## src/inc/ioxp_pkg.sv

```systemverilog
// Package: constants and types for the two-port I/O expander register block
package ioxp_pkg;
  localparam logic [3:0] IOXP_ADDR_BASE   = 4'h4;  // Fixed upper address bits 0100
  localparam logic [2:0] IOXP_REG_IN0     = 3'h0;
  localparam logic [2:0] IOXP_REG_IN1     = 3'h1;
  localparam logic [2:0] IOXP_REG_OUT0    = 3'h2;
  localparam logic [2:0] IOXP_REG_OUT1    = 3'h3;
  localparam logic [2:0] IOXP_REG_INV0    = 3'h4;
  localparam logic [2:0] IOXP_REG_INV1    = 3'h5;
  localparam logic [2:0] IOXP_REG_DIR0    = 3'h6;
  localparam logic [2:0] IOXP_REG_DIR1    = 3'h7;
  localparam int         IOXP_SEL_LSB     = 0;     // Register select field position
  localparam int         IOXP_SEL_W       = 3;
  localparam logic [7:0] IOXP_OUT_RST     = 8'hFF;
  localparam logic [7:0] IOXP_INV_RST     = 8'h00;
  localparam logic [7:0] IOXP_DIR_RST     = 8'hFF;
  localparam logic [7:0] IOXP_SEL_RST     = 8'h00;
  localparam int         IOXP_SYNC_STAGES = 3;

  typedef struct packed {
    logic [7:0] p1;
    logic [7:0] p0;
  } ioxp_pair_type;

  typedef struct packed {
    ioxp_pair_type drive;
    ioxp_pair_type invert;
    ioxp_pair_type direction;
  } ioxp_regs_type;
endpackage

```

## src/rtl/ioxp_regs.sv

```systemverilog
// Two-port I/O expander: bus slave on serial clock/data pins plus port register file
module ioxp_regs #(
  parameter int PORT_W = 8                           // Pins per port
) (
  input  wire logic              core_clk,           // 40 MHz core clock
  input  wire logic              sys_rst,            // Asynchronous reset, active high
  input  wire logic              scl_in,             // Serial clock pin level
  input  wire logic              sda_in,             // Serial data pin level
  output logic                   sda_oe,             // High while pulling data low
  output logic                   sda_out,            // Data drive value, always low
  input  wire logic              addr_select_hi_pin, // Address strap bit 2
  input  wire logic              addr_select_mid_pin,// Address strap bit 1
  input  wire logic              addr_select_lo_pin, // Address strap bit 0
  input  wire logic [PORT_W-1:0] first_port_pins_in,  // Port 0 pin levels
  output logic      [PORT_W-1:0] first_port_pins_out, // Port 0 drive values
  output logic      [PORT_W-1:0] first_port_pins_oe,  // Port 0 drive enables
  input  wire logic [PORT_W-1:0] second_port_pins_in, // Port 1 pin levels
  output logic      [PORT_W-1:0] second_port_pins_out,// Port 1 drive values
  output logic      [PORT_W-1:0] second_port_pins_oe  // Port 1 drive enables
);
  typedef enum logic [2:0] {
    IOXP_IDLE, IOXP_ADDR, IOXP_ACK, IOXP_WDATA, IOXP_RDATA, IOXP_RACK, IOXP_SKIP
  } ioxp_state_type;

  localparam int NS = ioxp_pkg::IOXP_SYNC_STAGES;

  // Three-stage synchronisers; a change counts once stages two and three agree
  logic [NS-1:0] scl_sync_ff;
  logic [NS-1:0] sda_sync_ff;
  logic [PORT_W-1:0] p0_s1_ff, p0_s2_ff, p0_s3_ff;
  logic [PORT_W-1:0] p1_s1_ff, p1_s2_ff, p1_s3_ff;
  logic          scl_ff, sda_ff;
  logic [PORT_W-1:0] p0_lvl_ff, p1_lvl_ff;

  always_ff @(posedge core_clk or posedge sys_rst) begin
    if (sys_rst) begin
      scl_sync_ff <= '1;
      sda_sync_ff <= '1;
      scl_ff      <= 1'b1;
      sda_ff      <= 1'b1;
      p0_s1_ff    <= '0;
      p0_s2_ff    <= '0;
      p0_s3_ff    <= '0;
      p1_s1_ff    <= '0;
      p1_s2_ff    <= '0;
      p1_s3_ff    <= '0;
      p0_lvl_ff   <= '0;
      p1_lvl_ff   <= '0;
    end else begin
      scl_sync_ff <= {scl_sync_ff[NS-2:0], scl_in};
      sda_sync_ff <= {sda_sync_ff[NS-2:0], sda_in};
      if (scl_sync_ff[1] == scl_sync_ff[2]) scl_ff <= scl_sync_ff[2];
      if (sda_sync_ff[1] == sda_sync_ff[2]) sda_ff <= sda_sync_ff[2];
      p0_s1_ff    <= first_port_pins_in;
      p0_s2_ff    <= p0_s1_ff;
      p0_s3_ff    <= p0_s2_ff;
      p1_s1_ff    <= second_port_pins_in;
      p1_s2_ff    <= p1_s1_ff;
      p1_s3_ff    <= p1_s2_ff;
      // Agreeing stages pass the new level, disagreeing ones hold the old
      p0_lvl_ff   <= (p0_s3_ff & ~(p0_s2_ff ^ p0_s3_ff)) | (p0_lvl_ff & (p0_s2_ff ^ p0_s3_ff));
      p1_lvl_ff   <= (p1_s3_ff & ~(p1_s2_ff ^ p1_s3_ff)) | (p1_lvl_ff & (p1_s2_ff ^ p1_s3_ff));
    end
  end

  // Bus events, judged on filtered levels one cycle apart
  logic scl_d_ff, sda_d_ff;
  always_ff @(posedge core_clk or posedge sys_rst) begin
    if (sys_rst) begin
      scl_d_ff <= 1'b1;
      sda_d_ff <= 1'b1;
    end else begin
      scl_d_ff <= scl_ff;
      sda_d_ff <= sda_ff;
    end
  end

  wire scl_rise  = scl_ff & ~scl_d_ff;
  wire scl_fall  = ~scl_ff & scl_d_ff;
  wire start_det = scl_ff & scl_d_ff & sda_d_ff & ~sda_ff;
  wire stop_det  = scl_ff & scl_d_ff & ~sda_d_ff & sda_ff;

  // Register file and transfer state
  ioxp_pkg::ioxp_regs_type regs_ff;
  logic [7:0]     sel_ff;
  ioxp_state_type state_ff, nxt_state;
  logic [7:0]     shift_ff, nxt_shift;
  logic [3:0]     bitcnt_ff, nxt_bitcnt;
  logic           cmd_phase_ff, nxt_cmd_phase;
  logic           is_read_ff, nxt_is_read;
  logic [2:0]     ptr_ff, nxt_ptr;
  logic           drive_low_ff, nxt_drive_low;
  // Marks the acknowledge of the address byte, which must neither store a command nor data
  logic           adr_ack_ff, nxt_adr_ack;

  wire [6:0] own_addr = {ioxp_pkg::IOXP_ADDR_BASE, addr_select_hi_pin,
                         addr_select_mid_pin, addr_select_lo_pin};
  wire [2:0] cmd_sel  = shift_ff[ioxp_pkg::IOXP_SEL_LSB +: ioxp_pkg::IOXP_SEL_W];
  wire [7:0] in0_view = p0_lvl_ff ^ regs_ff.invert.p0;
  wire [7:0] in1_view = p1_lvl_ff ^ regs_ff.invert.p1;

  function automatic logic [7:0] read_mux(input logic [2:0] sel, input logic [7:0] i0,
                                          input logic [7:0] i1,
                                          input ioxp_pkg::ioxp_regs_type r);
    case (sel)
      ioxp_pkg::IOXP_REG_IN0:  read_mux = i0;
      ioxp_pkg::IOXP_REG_IN1:  read_mux = i1;
      ioxp_pkg::IOXP_REG_OUT0: read_mux = r.drive.p0;
      ioxp_pkg::IOXP_REG_OUT1: read_mux = r.drive.p1;
      ioxp_pkg::IOXP_REG_INV0: read_mux = r.invert.p0;
      ioxp_pkg::IOXP_REG_INV1: read_mux = r.invert.p1;
      ioxp_pkg::IOXP_REG_DIR0: read_mux = r.direction.p0;
      default:                 read_mux = r.direction.p1;
    endcase
  endfunction

  // Other register of the same pair
  function automatic logic [2:0] pair_mate(input logic [2:0] sel);
    pair_mate = {sel[2:1], ~sel[0]};
  endfunction

  wire       byte_done = (bitcnt_ff == 4'h7) & scl_rise;
  wire [7:0] rd_byte   = read_mux(ptr_ff, in0_view, in1_view, regs_ff);
  wire       wr_commit = (state_ff == IOXP_ACK) & scl_rise & ~cmd_phase_ff & ~is_read_ff
                         & ~adr_ack_ff & (bitcnt_ff == 4'h8);

  always_comb begin
    nxt_state     = state_ff;
    nxt_shift     = shift_ff;
    nxt_bitcnt    = bitcnt_ff;
    nxt_cmd_phase = cmd_phase_ff;
    nxt_is_read   = is_read_ff;
    nxt_ptr       = ptr_ff;
    nxt_drive_low = drive_low_ff;
    nxt_adr_ack   = adr_ack_ff;
    if (stop_det) begin
      nxt_state     = IOXP_IDLE;
      nxt_drive_low = 1'b0;
      nxt_adr_ack   = 1'b0;
    end else if (start_det) begin
      nxt_state     = IOXP_ADDR;
      nxt_adr_ack   = 1'b0;
      nxt_bitcnt    = 4'h0;
      nxt_drive_low = 1'b0;
      nxt_ptr       = sel_ff[2:0];
    end else begin
      case (state_ff)
        IOXP_IDLE, IOXP_SKIP: nxt_drive_low = 1'b0;
        IOXP_ADDR, IOXP_WDATA: begin
          if (scl_rise) begin
            nxt_shift  = {shift_ff[6:0], sda_ff};
            nxt_bitcnt = bitcnt_ff + 4'h1;
          end
          if (scl_fall && bitcnt_ff == 4'h8) begin
            if (state_ff == IOXP_ADDR) begin
              if (shift_ff[7:1] == own_addr) begin
                nxt_is_read   = shift_ff[0];
                nxt_cmd_phase = ~shift_ff[0];
                nxt_drive_low = 1'b1;
                nxt_adr_ack   = 1'b1;
                nxt_state     = IOXP_ACK;
              end else begin
                nxt_state = IOXP_SKIP;
              end
            end else begin
              nxt_drive_low = 1'b1;
              nxt_state     = IOXP_ACK;
            end
          end
        end
        IOXP_ACK: begin
          if (scl_rise && !adr_ack_ff) nxt_cmd_phase = 1'b0;
          if (scl_fall) begin
            nxt_bitcnt  = 4'h0;
            nxt_adr_ack = 1'b0;
            if (is_read_ff) begin
              nxt_shift     = rd_byte;
              nxt_drive_low = ~rd_byte[7];
              nxt_state     = IOXP_RDATA;
            end else begin
              nxt_drive_low = 1'b0;
              nxt_state     = IOXP_WDATA;
            end
          end
        end
        IOXP_RDATA: begin
          if (scl_rise) nxt_bitcnt = bitcnt_ff + 4'h1;
          if (scl_fall) begin
            if (bitcnt_ff == 4'h8) begin
              nxt_drive_low = 1'b0;
              nxt_state     = IOXP_RACK;
            end else begin
              nxt_shift     = {shift_ff[6:0], 1'b0};
              nxt_drive_low = ~shift_ff[6];
            end
          end
        end
        IOXP_RACK: begin
          if (scl_rise) begin
            nxt_ptr = pair_mate(ptr_ff);
            // Missing acknowledge releases the line until the next start or stop
            if (sda_ff) nxt_state = IOXP_SKIP;
          end
          if (scl_fall) begin
            nxt_bitcnt    = 4'h0;
            nxt_shift     = read_mux(ptr_ff, in0_view, in1_view, regs_ff);
            nxt_drive_low = ~nxt_shift[7];
            nxt_state     = IOXP_RDATA;
          end
        end
        default: nxt_state = IOXP_IDLE;
      endcase
    end
  end

  always_ff @(posedge core_clk or posedge sys_rst) begin
    if (sys_rst) begin
      state_ff     <= IOXP_IDLE;
      shift_ff     <= 8'h00;
      bitcnt_ff    <= 4'h0;
      cmd_phase_ff <= 1'b0;
      is_read_ff   <= 1'b0;
      ptr_ff       <= 3'h0;
      drive_low_ff <= 1'b0;
      adr_ack_ff   <= 1'b0;
    end else begin
      adr_ack_ff   <= nxt_adr_ack;
      state_ff     <= nxt_state;
      shift_ff     <= nxt_shift;
      bitcnt_ff    <= nxt_bitcnt;
      cmd_phase_ff <= nxt_cmd_phase;
      is_read_ff   <= nxt_is_read;
      ptr_ff       <= nxt_ptr;
      drive_low_ff <= nxt_drive_low;
    end
  end

  // Writes land on the acknowledge clock rise; bursts alternate within the pair
  wire cmd_take  = (state_ff == IOXP_ACK) & scl_rise & cmd_phase_ff & ~is_read_ff
                   & ~adr_ack_ff;
  wire data_take = wr_commit;
  logic [2:0] wptr_ff;

  always_ff @(posedge core_clk or posedge sys_rst) begin
    if (sys_rst) begin
      regs_ff.drive     <= {ioxp_pkg::IOXP_OUT_RST, ioxp_pkg::IOXP_OUT_RST};
      regs_ff.invert    <= {ioxp_pkg::IOXP_INV_RST, ioxp_pkg::IOXP_INV_RST};
      regs_ff.direction <= {ioxp_pkg::IOXP_DIR_RST, ioxp_pkg::IOXP_DIR_RST};
      sel_ff            <= ioxp_pkg::IOXP_SEL_RST;
      wptr_ff           <= 3'h0;
    end else if (cmd_take) begin
      sel_ff  <= shift_ff;
      wptr_ff <= cmd_sel;
    end else if (data_take) begin
      wptr_ff <= pair_mate(wptr_ff);
      case (wptr_ff)
        ioxp_pkg::IOXP_REG_OUT0: regs_ff.drive.p0     <= shift_ff;
        ioxp_pkg::IOXP_REG_OUT1: regs_ff.drive.p1     <= shift_ff;
        ioxp_pkg::IOXP_REG_INV0: regs_ff.invert.p0    <= shift_ff;
        ioxp_pkg::IOXP_REG_INV1: regs_ff.invert.p1    <= shift_ff;
        ioxp_pkg::IOXP_REG_DIR0: regs_ff.direction.p0 <= shift_ff;
        ioxp_pkg::IOXP_REG_DIR1: regs_ff.direction.p1 <= shift_ff;
        default: ;  // Input registers take no write
      endcase
    end
  end

  assign sda_out              = 1'b0;
  assign sda_oe               = drive_low_ff;
  assign first_port_pins_out  = regs_ff.drive.p0;
  assign second_port_pins_out = regs_ff.drive.p1;
  assign first_port_pins_oe   = ~regs_ff.direction.p0;
  assign second_port_pins_oe  = ~regs_ff.direction.p1;
endmodule

```

## config.mk

```make
export PLATFORM = sky130hd
export DESIGN_NAME = ioxp_regs
export DESIGN_NICKNAME = d
export VERILOG_FILES = /design/src/inc/ioxp_pkg.sv /design/src/rtl/ioxp_regs.sv
export SDC_FILE = /design/constraint.sdc
export NUM_CORES = 1
export LEC_CHECK = 0
export ABC_AREA = 1
export BUFFER_PORTS_ARGS = -buffer_cell sky130_fd_sc_hd__buf_2
export CAP_MARGIN = 20
export CORE_ASPECT_RATIO = 0.9
export CORE_MARGIN = 2
export CORE_UTILIZATION = 30
export CTS_CLUSTER_DIAMETER = 40
export DETAILED_ROUTE_END_ITERATION = 7
export SLEW_MARGIN = 20
export SYNTH_ARGS = -nofsm -noshare
export SYNTH_HDL_FRONTEND = slang
export SYNTH_SLANG_ARGS = --single-unit
```

## constraint.sdc

```tcl
create_clock -name core_clk -period 5.7 [get_ports core_clk]
set_clock_uncertainty 0.05 [all_clocks]
set_input_delay 1.14 -clock core_clk [delete_from_list [all_inputs] [get_ports core_clk]]
set_output_delay 1.14 -clock core_clk [all_outputs]
set_load 0.01 [all_outputs]
```

==> results.md, run 1 <==
* Synth Cell Area at between 0.006 and 0.007 mm²
* CTS tree: done
* CP Capture Type: flop
* Maximum vdd drop at 0.000223 V
* CTS Buffer Depth at 2
* Top-count cell post-synth: nand2_1
* Fin. Hold Viols at 0
* Fin. max-slew vios at 0
* Final WL at 15500 µm
* Warnings from Yosys at 0
* Antenna violations before repair at 0
* Synth Net Count at approximately 740
* Ant diodes at 0
* Hold-fix buffers, CTS at 0
* Slowest-stage cell, CP: and2_1
* Fin util at 0.352
* Total global routing overflow at 0
* Seq cells post-synth at 150
* Setup-failing EPs final at 0
* Average size of a mapped cell at around 9.3 µm²
* Starting Density at 0.307
* Largest family of logic cells by synthesized area: simple AND/OR/NAND/NOR gates
* Synth top cells by count: nand2_1 (182), dfrtp_1 (108), inv_1 (67)
* DIE HEIGHT at about 150 µm
* Share of the synthesized area in the top cell type at 0.405
* Clock Latency Late Sink at approximately 0.42 ns
* Rows at 51
* CTS Buf Count at 17
* Worst EP arrival at between 2 and 3 ns
* Mux cell area share after synthesis at 0
* Power Density at about 380 mW/mm²
* Die area at 0.0234 mm²
* Startpoint types: flop
* Fmax at 0.421 GHz
* Pleak at approximately 3.5 nW
* Vias at between 4000 and 5000
* Synth Area in Simple Gates at 0.222
* Synth Area in Adders at 0.0364
* Synth Area in XOR/XNOR at 0.0118
* Die width at around 160 µm
* Port Buffer Count at 55
* Critical Path Fanout Max at 16
* HPWL after DPL at around 11000 µm
* Clock Sink Count at 150
* Fin cells at between 1000 and 1500
* Pin count of the biggest net entering global routing at about 110
* DRT iter0 DRCs at ~400
* First-pass GRT wire length at between 20000 and 25000 µm
* Setup Buffers After CTS at 0
* WS Path Type: flop to flop
* Status: finished clean
* CTS root buffer: clkbuf_16
* DRC errors left at 0
* Wirelength per Cell at ~15 µm
* Gr usage total at 0.138
* Cells after Synth at 715
* Core area at ~0.022 mm²
* H-tree levels at 4
* Main synth FF type: dfrtp_1
* Synth Area in Compound Gates at 0.0799
* Sequential share of the synthesized area at 0.571
* Synth cell types at 36
* Ports at between 50 and 60
* Clock slew at reported path FFs at 0.06 ns
* Vias in the first global route at 4570
* Crit path cell chain: inv_1 -> ha_1 -> nand3_1 -> nor3_1 -> and2_1 -> nand3_4 -> nand2_1 -> o21ai_2
* Placed Instances at around 1000
* Nets at about 780
* Cts repair resizes at 0
* Most area-hungry cell type in the Yosys netlist: dfrtp_1
* Post-placement cell area at approximately 0.007 mm²
* Max Cap Violations at 0
* Worst Max-Slew Pin Slew at between 0.9 and 1 ns
* Detailed Routing Iterations Pass 1 at 5
* Fillcell total at about 2200
* Worst endpoint required time at ~6 ns
* Slew margin rel. at 0.374
* RSZ-0062 raised after global routing: no
* EDFF count, synth at 0
* Tmin final at between 2 and 2.5 ns
* Top post-synthesis cells by area: dfrtp_1 (41%), dfstp_2 (17%), nand2_1 (10%)
* Period Utilization, post-route at 0.416
* Asr flop ratio synth at 1.00
* Hold WC Path Type: flop to flop
* Placer congestion estimate at ~0.88
* Max incr delay on CP at ~0.55 ns
* Share of cells above drive strength 1 at 0.201
* Synthesis-to-finish area growth at 14.6%
* Detail Route Antenna Nets at 0
* Setup TNS at 0 ns
* Vias/cell at ~4.6
* Design Area, Final at approximately 0.0076 mm²
placed cells by master, fill, tap and decap left out, drive strengths merged:
| cell | Yosys | routed |
|---|---|---|
| dfrtp | 108 | 108 |
| nand2 | 182 | 182 |
| xor2 | 8 | 8 |
| a31oi | 1 | 1 |
| dfstp | 42 | 42 |
| bufinv | 0 | 1 |
| a21oi | 9 | 9 |
| inv | 69 | 73 |
| a211oi | 1 | 1 |
| nand4 | 17 | 17 |
| nand3b | 2 | 2 |
| nor2 | 66 | 66 |
| nor3 | 4 | 4 |
| nand3 | 59 | 59 |
| ha | 5 | 5 |
| clkinv | 1 | 6 |
| o211ai | 2 | 2 |
| maj3 | 18 | 18 |
| clkbuf | 5 | 21 |
| conb | 1 | 1 |
| o21ai | 79 | 79 |
| clkinvlp | 0 | 1 |
| and2 | 1 | 1 |
| a21o | 4 | 4 |
| xnor2 | 1 | 1 |
| buf | 30 | 56 |
power by group:
part,internal (mW),switching [mW],leakage [nW]
combinational,0.166,0.407,1.41
sequential,1.16,0.0907,1.76
clock,0.644,0.448,0.287
total,1.97,0.946,3.46
cell families after synthesis:
| family | count (synthesis) |
|---|---|
| AND/OR/NAND/NOR | 331 |
| flip-flops | 150 |
| buffers and inverters | 105 |
| AO/OA/AOI/OAI | 96 |
| adder cells (fa/ha/maj) | 23 |
| XOR/XNOR | 9 |
| other | 1 |
routing by layer:
| metal | global-route usage | vias to the layer above | share of wire |
|---|---|---|---|
| met1 | 0.200 | 2351 | 0.49 |
| met2 | 0.201 | 139 | 0.44 |
| met5 | 0 | - | 0 |
| li1 | - | 2385 | - |
| met4 | 0.0438 | 0 | 0.015 |
| met3 | 0.0362 | 16 | 0.050 |
through the flow:
stage                     power, mW  setup slack [ns]  hold WS (ns)
after global routing           3.08              3.13         0.302
after detailed placement       1.84              3.04         0.285
after floorplan                1.65             0.543         0.281
final                          2.92              3.33         0.297
after global placement         1.83              3.04         0.282
after CTS                      2.94              3.32         0.298
worst paths after layout:
path | slack (ns) | cells after the start | to | startpoint
max | 3.33 | 8 | regs_ff[2]$_DFFE_PP1P_ | bitcnt_ff[0]$_DFFE_PP0P_
min | 0.30 | 0 | p0_s2_ff[5]$_DFF_PP0_ | p0_s1_ff[5]$_DFF_PP0_
max reg2reg | 3.33 | 8 | regs_ff[2]$_DFFE_PP1P_ | bitcnt_ff[0]$_DFFE_PP0P_
min reg2reg | 0.30 | 0 | p0_s2_ff[5]$_DFF_PP0_ | p0_s1_ff[5]$_DFF_PP0_
max in group asynchronous | 3.56 | 3 | regs_ff[6]$_DFFE_PP1P_ | sys_rst
min in group asynchronous | 0.90 | 2 | bitcnt_ff[0]$_DFFE_PP0P_ | sys_rst
worst max-delay path: cells and delay by family, from the launching register on:
kind / cells / cell delay, ns
buffers and inverters: 1 / 0.09
AND/OR/NAND/NOR: 5 / 1.47
AO/OA/AOI/OAI: 1 / 0.07
adder cells (fa/ha/maj): 1 / 0.18
flip-flops: 1 / 0.41
cell type report:
cell class,instances,area (µm²),area share
clock buffers,21,470,0.0615
clock inverters,11,115,0.0150
inverters,70,269,0.0352
multi-input cells,460,2340,0.306
flip-flops and latches,150,3810,0.498
well taps,291,364,0.0476
repair buffers,56,283,0.0370
(Power assumes the default switching activity.)
==> run 2: changes to the inputs <==
clock period = 2.4 ns   (was 5.7 ns; I/O delays follow)
==> results.md, run 2 (synthesis results as in run 1) <==
* Port Buffer Count at 55 (unchanged)
* RSZ-0062 raised after global routing: no (unchanged)
* Worst Max-Slew Pin Slew at 0.624 ns (was 0.939 ns)
* Crit path cell chain: ha_1 -> nand2_1 -> nor2_2 -> inv_1 -> nand2_1 -> nor2_1 -> nor2_1 -> nand2_1 -> nand2_1 -> o21ai_0 (was inv_1 -> ha_1 -> nand3_1 -> nor3_1 -> and2_1 -> nand3_4 -> nand2_1 -> o21ai_2)
* CTS Buffer Depth at 2 (unchanged)
* Reg2Reg Depth at 10 (was 8)
* Slowest-stage cell, CP: dfstp_2 (was and2_1)
* Power Density at 900 mW/mm² (was 381 mW/mm²)
* Clock Latency Late Sink at 0.43 ns (was 0.42 ns)
* Detailed Routing Iterations Pass 1 at 5 (unchanged)
* WHS Endpoint: sda_sync_ff[0]$_DFF_PP1_ (was p0_s2_ff[5]$_DFF_PP0_)
* Antenna violations before repair at 0 (unchanged)
* Most frequent cells in the layout: nand2_1 (182), dfrtp_1 (108), inv_1 (66) (unchanged)
* H-tree levels at 4 (unchanged)
* Die width at 161 µm (unchanged)
* Gr usage total at 0.144 (was 0.138)
* Final WL at 16100 µm (was 15500 µm)
* Post-placement cell area at 0.00718 mm² (was 0.00706 mm²)
* Max Cap Violations at 0 (unchanged)
* FF/Latch Area at 0.00381 mm² (unchanged)
* Total global routing overflow at 0 (unchanged)
* Wirelength per Cell at 15.0 µm (was 14.7 µm)
* Tmin final at 2.09 ns (was 2.37 ns)
* Clock slew at reported path FFs at 0.06 ns (about the same)
* Pin count of the biggest net entering global routing at 83 (was 108)
* WS Path Type: flop to flop (unchanged)
* Hold-fix buffers, CTS at 1 (was 0)
* Vias in the first global route at 4672 (was 4570)
* Worst EP arrival at 2.34 ns (was 2.66 ns)
* Starting Density at 0.307 (unchanged)
* Most common cell on crit path: nand2_1
* Fin. Hold Viols at 0 (unchanged)
* Fmax at 0.479 GHz (was 0.421 GHz)
* CTS root buffer: clkbuf_16 (unchanged)
* Pleak at 3.53 nW (was 3.46 nW)
* Period Utilization, post-route at 0.869 (was 0.416)
* Vias/cell at 4.58 (was 4.62)
* CP Capture Type: flop (unchanged)
* Fin. max-slew vios at 0 (unchanged)
* R2r endpoint: bitcnt_ff[1]$_DFFE_PP0P_ (was regs_ff[2]$_DFFE_PP1P_)
* Share of cells above drive strength 1 at 0.215 (was 0.201)
* R2R setup slack at 0.31 ns (was 3.33 ns)
* Rows at 51 (unchanged)
* Clock Sink Count at 150 (unchanged)
* Max incr delay on CP at 0.57 ns (was 0.55 ns)
* Hold path cells at 1 (was 0)
* Hold WC Path Type: input pin to flop (was flop to flop)
* Placed Instances at 1040 (was 1027)
* Setup-failing EPs final at 0 (unchanged)
* Detail Route Antenna Nets at 0 (unchanged)
* Design Area, Final at 0.00776 mm² (was 0.00765 mm²)
* First-pass GRT wire length at 26000 µm (was 25000 µm)
* Worst hold start: sda_in (was p0_s1_ff[5]$_DFF_PP0_)
* Min Hold Slack at 0.0980 ns (was 0.297 ns)
* CTS Buf Count at 17 (unchanged)
* CTS tree: done (unchanged)
* Fillcell total at 2191 (was 2211)
* HPWL after DPL at 11400 µm (was 10700 µm)
* Ports at 57 (unchanged)
* Placer congestion estimate at 0.933 (was 0.878)
* Area of the multi-input gates at 0.00234 mm² (unchanged)
* Startpoint types: flop (unchanged)
* DRT iter0 DRCs at 406 (was 401)
* Slew margin rel. at 0.584 (was 0.374)
* Nets at 797 (was 783)
* Commonest non-fill, non-tap cell in the layout: nand2_1 (unchanged)
* Critical Path Fanout Max at 8 (was 16)
* Setup Buffers After CTS at 0 (unchanged)
* Fin cells at 1073 (was 1059)
* Synthesis-to-finish area growth at 16.3% (was 14.6%)
* Setup TNS at 0 ns (unchanged)
* Status: finished clean (unchanged)
* Die area at 0.0234 mm² (unchanged)
* Vias at 4910 (was 4891)
* Worst endpoint required time at 2.65 ns (was 5.99 ns)
* Cts repair resizes at 0 (unchanged)
* Fin util at 0.357 (was 0.352)
* DRC errors left at 0 (unchanged)
* Core area at 0.0218 mm² (unchanged)
* Launching point of the worst reg2reg path: scl_ff$_DFFE_PP1N_ (was bitcnt_ff[0]$_DFFE_PP0P_)
* Ant diodes at 0 (unchanged)
* DIE HEIGHT at 145 µm (unchanged)
* Maximum vdd drop at 0.000461 V (was 0.000223 V)
## run 2: changes by cell type in the layout (fill, tap and decap cells not counted), sizes merged
cell / before / now
buf: 56 / 69
inv: 73 / 76
clkbuf: 21 / 19
bufinv: 1 / 0
clkinv: 6 / 5
clkinvlp: 1 / 2
dlygate4sd3: 0 / 1
## run 2: metrics by stage
step	setup WS, ns	power [mW]
global route	0.135	7.41
global placement	0.391	4.49
CTS	0.351	7.06
floorplan	0.0153	3.93
detailed placement	0.352	4.48
finish	0.314	6.99
## run 2: worst max-delay path by stage
| stage | start | end | slack, ns |
|---|---|---|---|
| 5_1_grt | state_ff[2]$_DFFE_PP0P_ | shift_ff[2]$_DFFE_PP0P_ | 0.14 |
| 3_5_place_dp | state_ff[2]$_DFFE_PP0P_ | shift_ff[5]$_DFFE_PP0P_ | 0.35 |
| 2_1_floorplan | sys_rst | async pin | 0.02 |
| 6_report | scl_ff$_DFFE_PP1N_ | bitcnt_ff[1]$_DFFE_PP0P_ | 0.31 |
| 3_3_place_gp | scl_ff$_DFFE_PP1N_ | bitcnt_ff[1]$_DFFE_PP0P_ | 0.39 |
| 4_1_cts | state_ff[2]$_DFFE_PP0P_ | shift_ff[2]$_DFFE_PP0P_ | 0.35 |
## run 2: power breakdown
part           total [mW]  leakage (nW)  switching [mW]  internal (mW)
Combinational        1.48          1.49            1.01          0.463
Clock                2.54         0.279            1.13           1.41
Sequential           2.97          1.76           0.213           2.75
## run 2: final cells by class
class | instances | area share
clock buffers | 19 | 0.0584
clock inverters | 13 | 0.0142
inverters | 70 | 0.0345
multi-input cells | 460 | 0.302
flip-flops and latches | 150 | 0.491
well taps | 291 | 0.0469
repair buffers | 70 | 0.0535
## run 2: critical path, delay by kind of cell, from the launching register on
| kind | cells | cell delay, ns |
|---|---|---|
| AO/OA/AOI/OAI | 1 | 0.08 |
| adder cells (fa/ha/maj) | 1 | 0.17 |
| AND/OR/NAND/NOR | 7 | 0.89 |
| flip-flops | 1 | 0.57 |
| buffers and inverters | 1 | 0.21 |
## run 2: routing by layer
layer / global-route usage / up-vias / share of wire
met2: 0.205 / 119 / 0.43
met4: 0.0451 / 0 / 0.014
met3: 0.0322 / 16 / 0.050
met5: 0 / - / 0
met1: 0.216 / 2361 / 0.50
li1: - / 2414 / -
==> run 3: changes to the inputs <==
CORE_UTILIZATION = 55   (was 30)
PLACE_DENSITY = 0.74   (was default)
==> results.md, run 3 (synthesis results as in run 1) <==
* Status: finished clean (unchanged)
* Core area at 0.0119 mm² (was 0.0218 mm²)
* FF/Latch Area at 0.00381 mm² (unchanged)
* Worst endpoint required time at 2.71 ns (was 2.65 ns)
* Share of cells above drive strength 1 at 0.210 (was 0.215)
* Comb pwr share at 0.204 (was 0.211)
* Power Density at 953 mW/mm² (was 900 mW/mm²)
* RSZ-0062 raised after global routing: no (unchanged)
* Gr usage total at 0.262 (was 0.144)
* Sw Ratio at 0.307 (was 0.338)
* Ant diodes at 0 (unchanged)
* CTS tree: done (unchanged)
* Fin. Hold Viols at 0 (unchanged)
* Tmin final at 2.10 ns (was 2.09 ns)
* DIE HEIGHT at 108 µm (was 145 µm)
* Vias at 5118 (was 4910)
* Rows at 38 (was 51)
* Fmax at 0.477 GHz (was 0.479 GHz)
* Commonest non-fill, non-tap cell in the layout: nand2_1 (unchanged)
* Fin cells at 940 (was 1073)
* Critical Path Fanout Max at 16 (was 8)
* Slew margin rel. at 0.501 (was 0.584)
* Nets at 795 (was 797)
* Port Buffer Count at 55 (unchanged)
* Clock slew at reported path FFs at 0.06 ns (about the same)
* Ports at 57 (unchanged)
* WS Path Type: flop to flop (unchanged)
* Max Cap Violations at 0 (unchanged)
* Startpoint types: flop (unchanged)
* CTS Buf Count at 17 (unchanged)
* Pleak at 3.54 nW (was 3.53 nW)
* NetSw at 2.23 mW (was 2.36 mW)
* Slowest-stage cell, CP: dfrtp_1 (was dfstp_2)
* Clock Latency Late Sink at 0.42 ns (was 0.43 ns)
* Pin count of the biggest net entering global routing at 151 (was 83)
* Period Utilization, post-route at 0.873 (was 0.869)
* Max incr delay on CP at 0.70 ns (was 0.57 ns)
* Wirelength per Cell at 16.3 µm (was 15.0 µm)
* Internal power at 5.04 mW (was 4.63 mW)
* Clock Sink Count at 150 (unchanged)
* H-tree levels at 4 (unchanged)
* Starting Density at 0.559 (was 0.307)
* Fin util at 0.639 (was 0.357)
* Clock power frac at 0.387 (was 0.364)
* DRT iter0 DRCs at 504 (was 406)
* Setup TNS at 0 ns (unchanged)
* Setup-failing EPs final at 0 (unchanged)
* Most frequent cells in the layout: nand2_1 (181), dfrtp_1 (108), inv_1 (66) (was nand2_1 (182), dfrtp_1 (108), inv_1 (66))
* Crit path cell chain: inv_1 -> nor3_1 -> nand2_1 -> nand3_1 -> nor2_1 -> o21ai_0 -> nand2_1 -> nand2_1 (was ha_1 -> nand2_1 -> nor2_2 -> inv_1 -> nand2_1 -> nor2_1 -> nor2_1 -> nand2_1 -> nand2_1 -> o21ai_0)
* Die width at 120 µm (was 161 µm)
* CP Capture Type: flop (unchanged)
* CTS Buffer Depth at 2 (unchanged)
* Synthesis-to-finish area growth at 14.4% (was 16.3%)
* Final WL at 15400 µm (was 16100 µm)
* Area of the multi-input gates at 0.00234 mm² (about the same)
* Total global routing overflow at 0 (unchanged)
* DRC errors left at 0 (unchanged)
* Vias/cell at 5.44 (was 4.58)
* Maximum vdd drop at 0.000604 V (was 0.000461 V)
* Detail Route Antenna Nets at 0 (unchanged)
* CTS root buffer: clkbuf_16 (unchanged)
* Worst Max-Slew Pin Slew at 0.748 ns (was 0.624 ns)
* HPWL after DPL at 10700 µm (was 11400 µm)
* Most common cell on crit path: nand2_1 (unchanged)
* Hold WC Path Type: input pin to flop (unchanged)
* Fin. max-slew vios at 0 (unchanged)
* Detailed Routing Iterations Pass 1 at 5 (unchanged)
* Placer congestion estimate at 0.901 (was 0.933)
* Vias in the first global route at 5002 (was 4672)
* Setup Buffers After CTS at 0 (unchanged)
* Antenna violations before repair at 0 (unchanged)
* Placed Instances at 908 (was 1040)
* Fillcell total at 951 (was 2191)
* Die area at 0.0130 mm² (was 0.0234 mm²)
* First-pass GRT wire length at 25800 µm (was 26000 µm)
* Sequential power share at 0.409 (was 0.425)
* Worst EP arrival at 2.41 ns (was 2.34 ns)
==> run 3: changes by cell type in the layout (fill, tap and decap cells not counted), sizes merged <==
cell and delta:
dlygate4sd3 -1, clkbuf +5, inv -7, bufinv +4
buf -1, clkinv -2
==> run 3: worst max-delay path: cells and delay by family (launching register included) <==
family,cells,cell delay (ns)
flip-flops,1,0.70
AND/OR/NAND/NOR,6,0.89
AO/OA/AOI/OAI,1,0.20
buffers and inverters,1,0.19
==> run 3: layout make-up <==
| cell class | instances | area share |
|---|---|---|
| sequential | 150 | 0.499 |
| multi-input combinational | 460 | 0.307 |
| clock buffer | 24 | 0.0631 |
| timing repair buffer | 68 | 0.0505 |
| inverter | 70 | 0.0351 |
| tap | 160 | 0.0262 |
| clock inverter | 8 | 0.0192 |
==> run 3: worst paths after layout <==
kind / from / to / slack, ns / cells past startpoint
max in group asynchronous: sys_rst / bitcnt_ff[3]$_DFFE_PP0P_ / 1.53 / 3
min in group asynchronous: sys_rst / p0_s2_ff[5]$_DFF_PP0_ / 0.23 / 3
min reg2reg: p0_s1_ff[5]$_DFF_PP0_ / p0_s2_ff[5]$_DFF_PP0_ / 0.30 / 0
max: ptr_ff[1]$_DFFE_PP0P_ / shift_ff[0]$_DFFE_PP0P_ / 0.30 / 8
max reg2reg: ptr_ff[1]$_DFFE_PP0P_ / shift_ff[0]$_DFFE_PP0P_ / 0.30 / 8
min: sda_in / sda_sync_ff[0]$_DFF_PP1_ / 0.11 / 1
==> run 3: layer usage <==
metal,global-route usage,routed length [µm],up-vias
met3,0.0543,1050,29
met4,0.0899,255,0
met5,0,0,-
met2,0.392,7010,218
li1,-,-,2399
met1,0.384,7040,2472
==> run 3: power groups by stage <==
stage	clock network (mW)	logic (mW)	registers (mW)
after floorplan	0	0.999	2.93
after global placement	0	1.43	3.00
after detailed placement	0	1.44	3.01
after CTS	2.85	1.46	2.97
after global routing	2.97	1.67	3.01
final	2.81	1.48	2.98
==> run 3: what timing repair did <==
item,CTS,global route
hold endpoints to repair,0,0
gates resized for setup,0,1
endpoints found under the setup margin,0,1
hold buffers,0,0
==> run 3: per-stage QoR <==
step | total power, mW | cell area [µm²] | hold slack [ns] | setup slack [ns]
2_1_floorplan | 3.93 | 6680 | 0.281 | 0.0153
3_3_place_gp | 4.43 | 7000 | 0.282 | 0.342
5_1_grt | 7.64 | 7630 | 0.0968 | 0.0958
4_1_cts | 7.29 | 7630 | 0.0928 | 0.287
3_5_place_dp | 4.45 | 7000 | 0.285 | 0.294
6_report | 7.27 | 7630 | 0.106 | 0.304
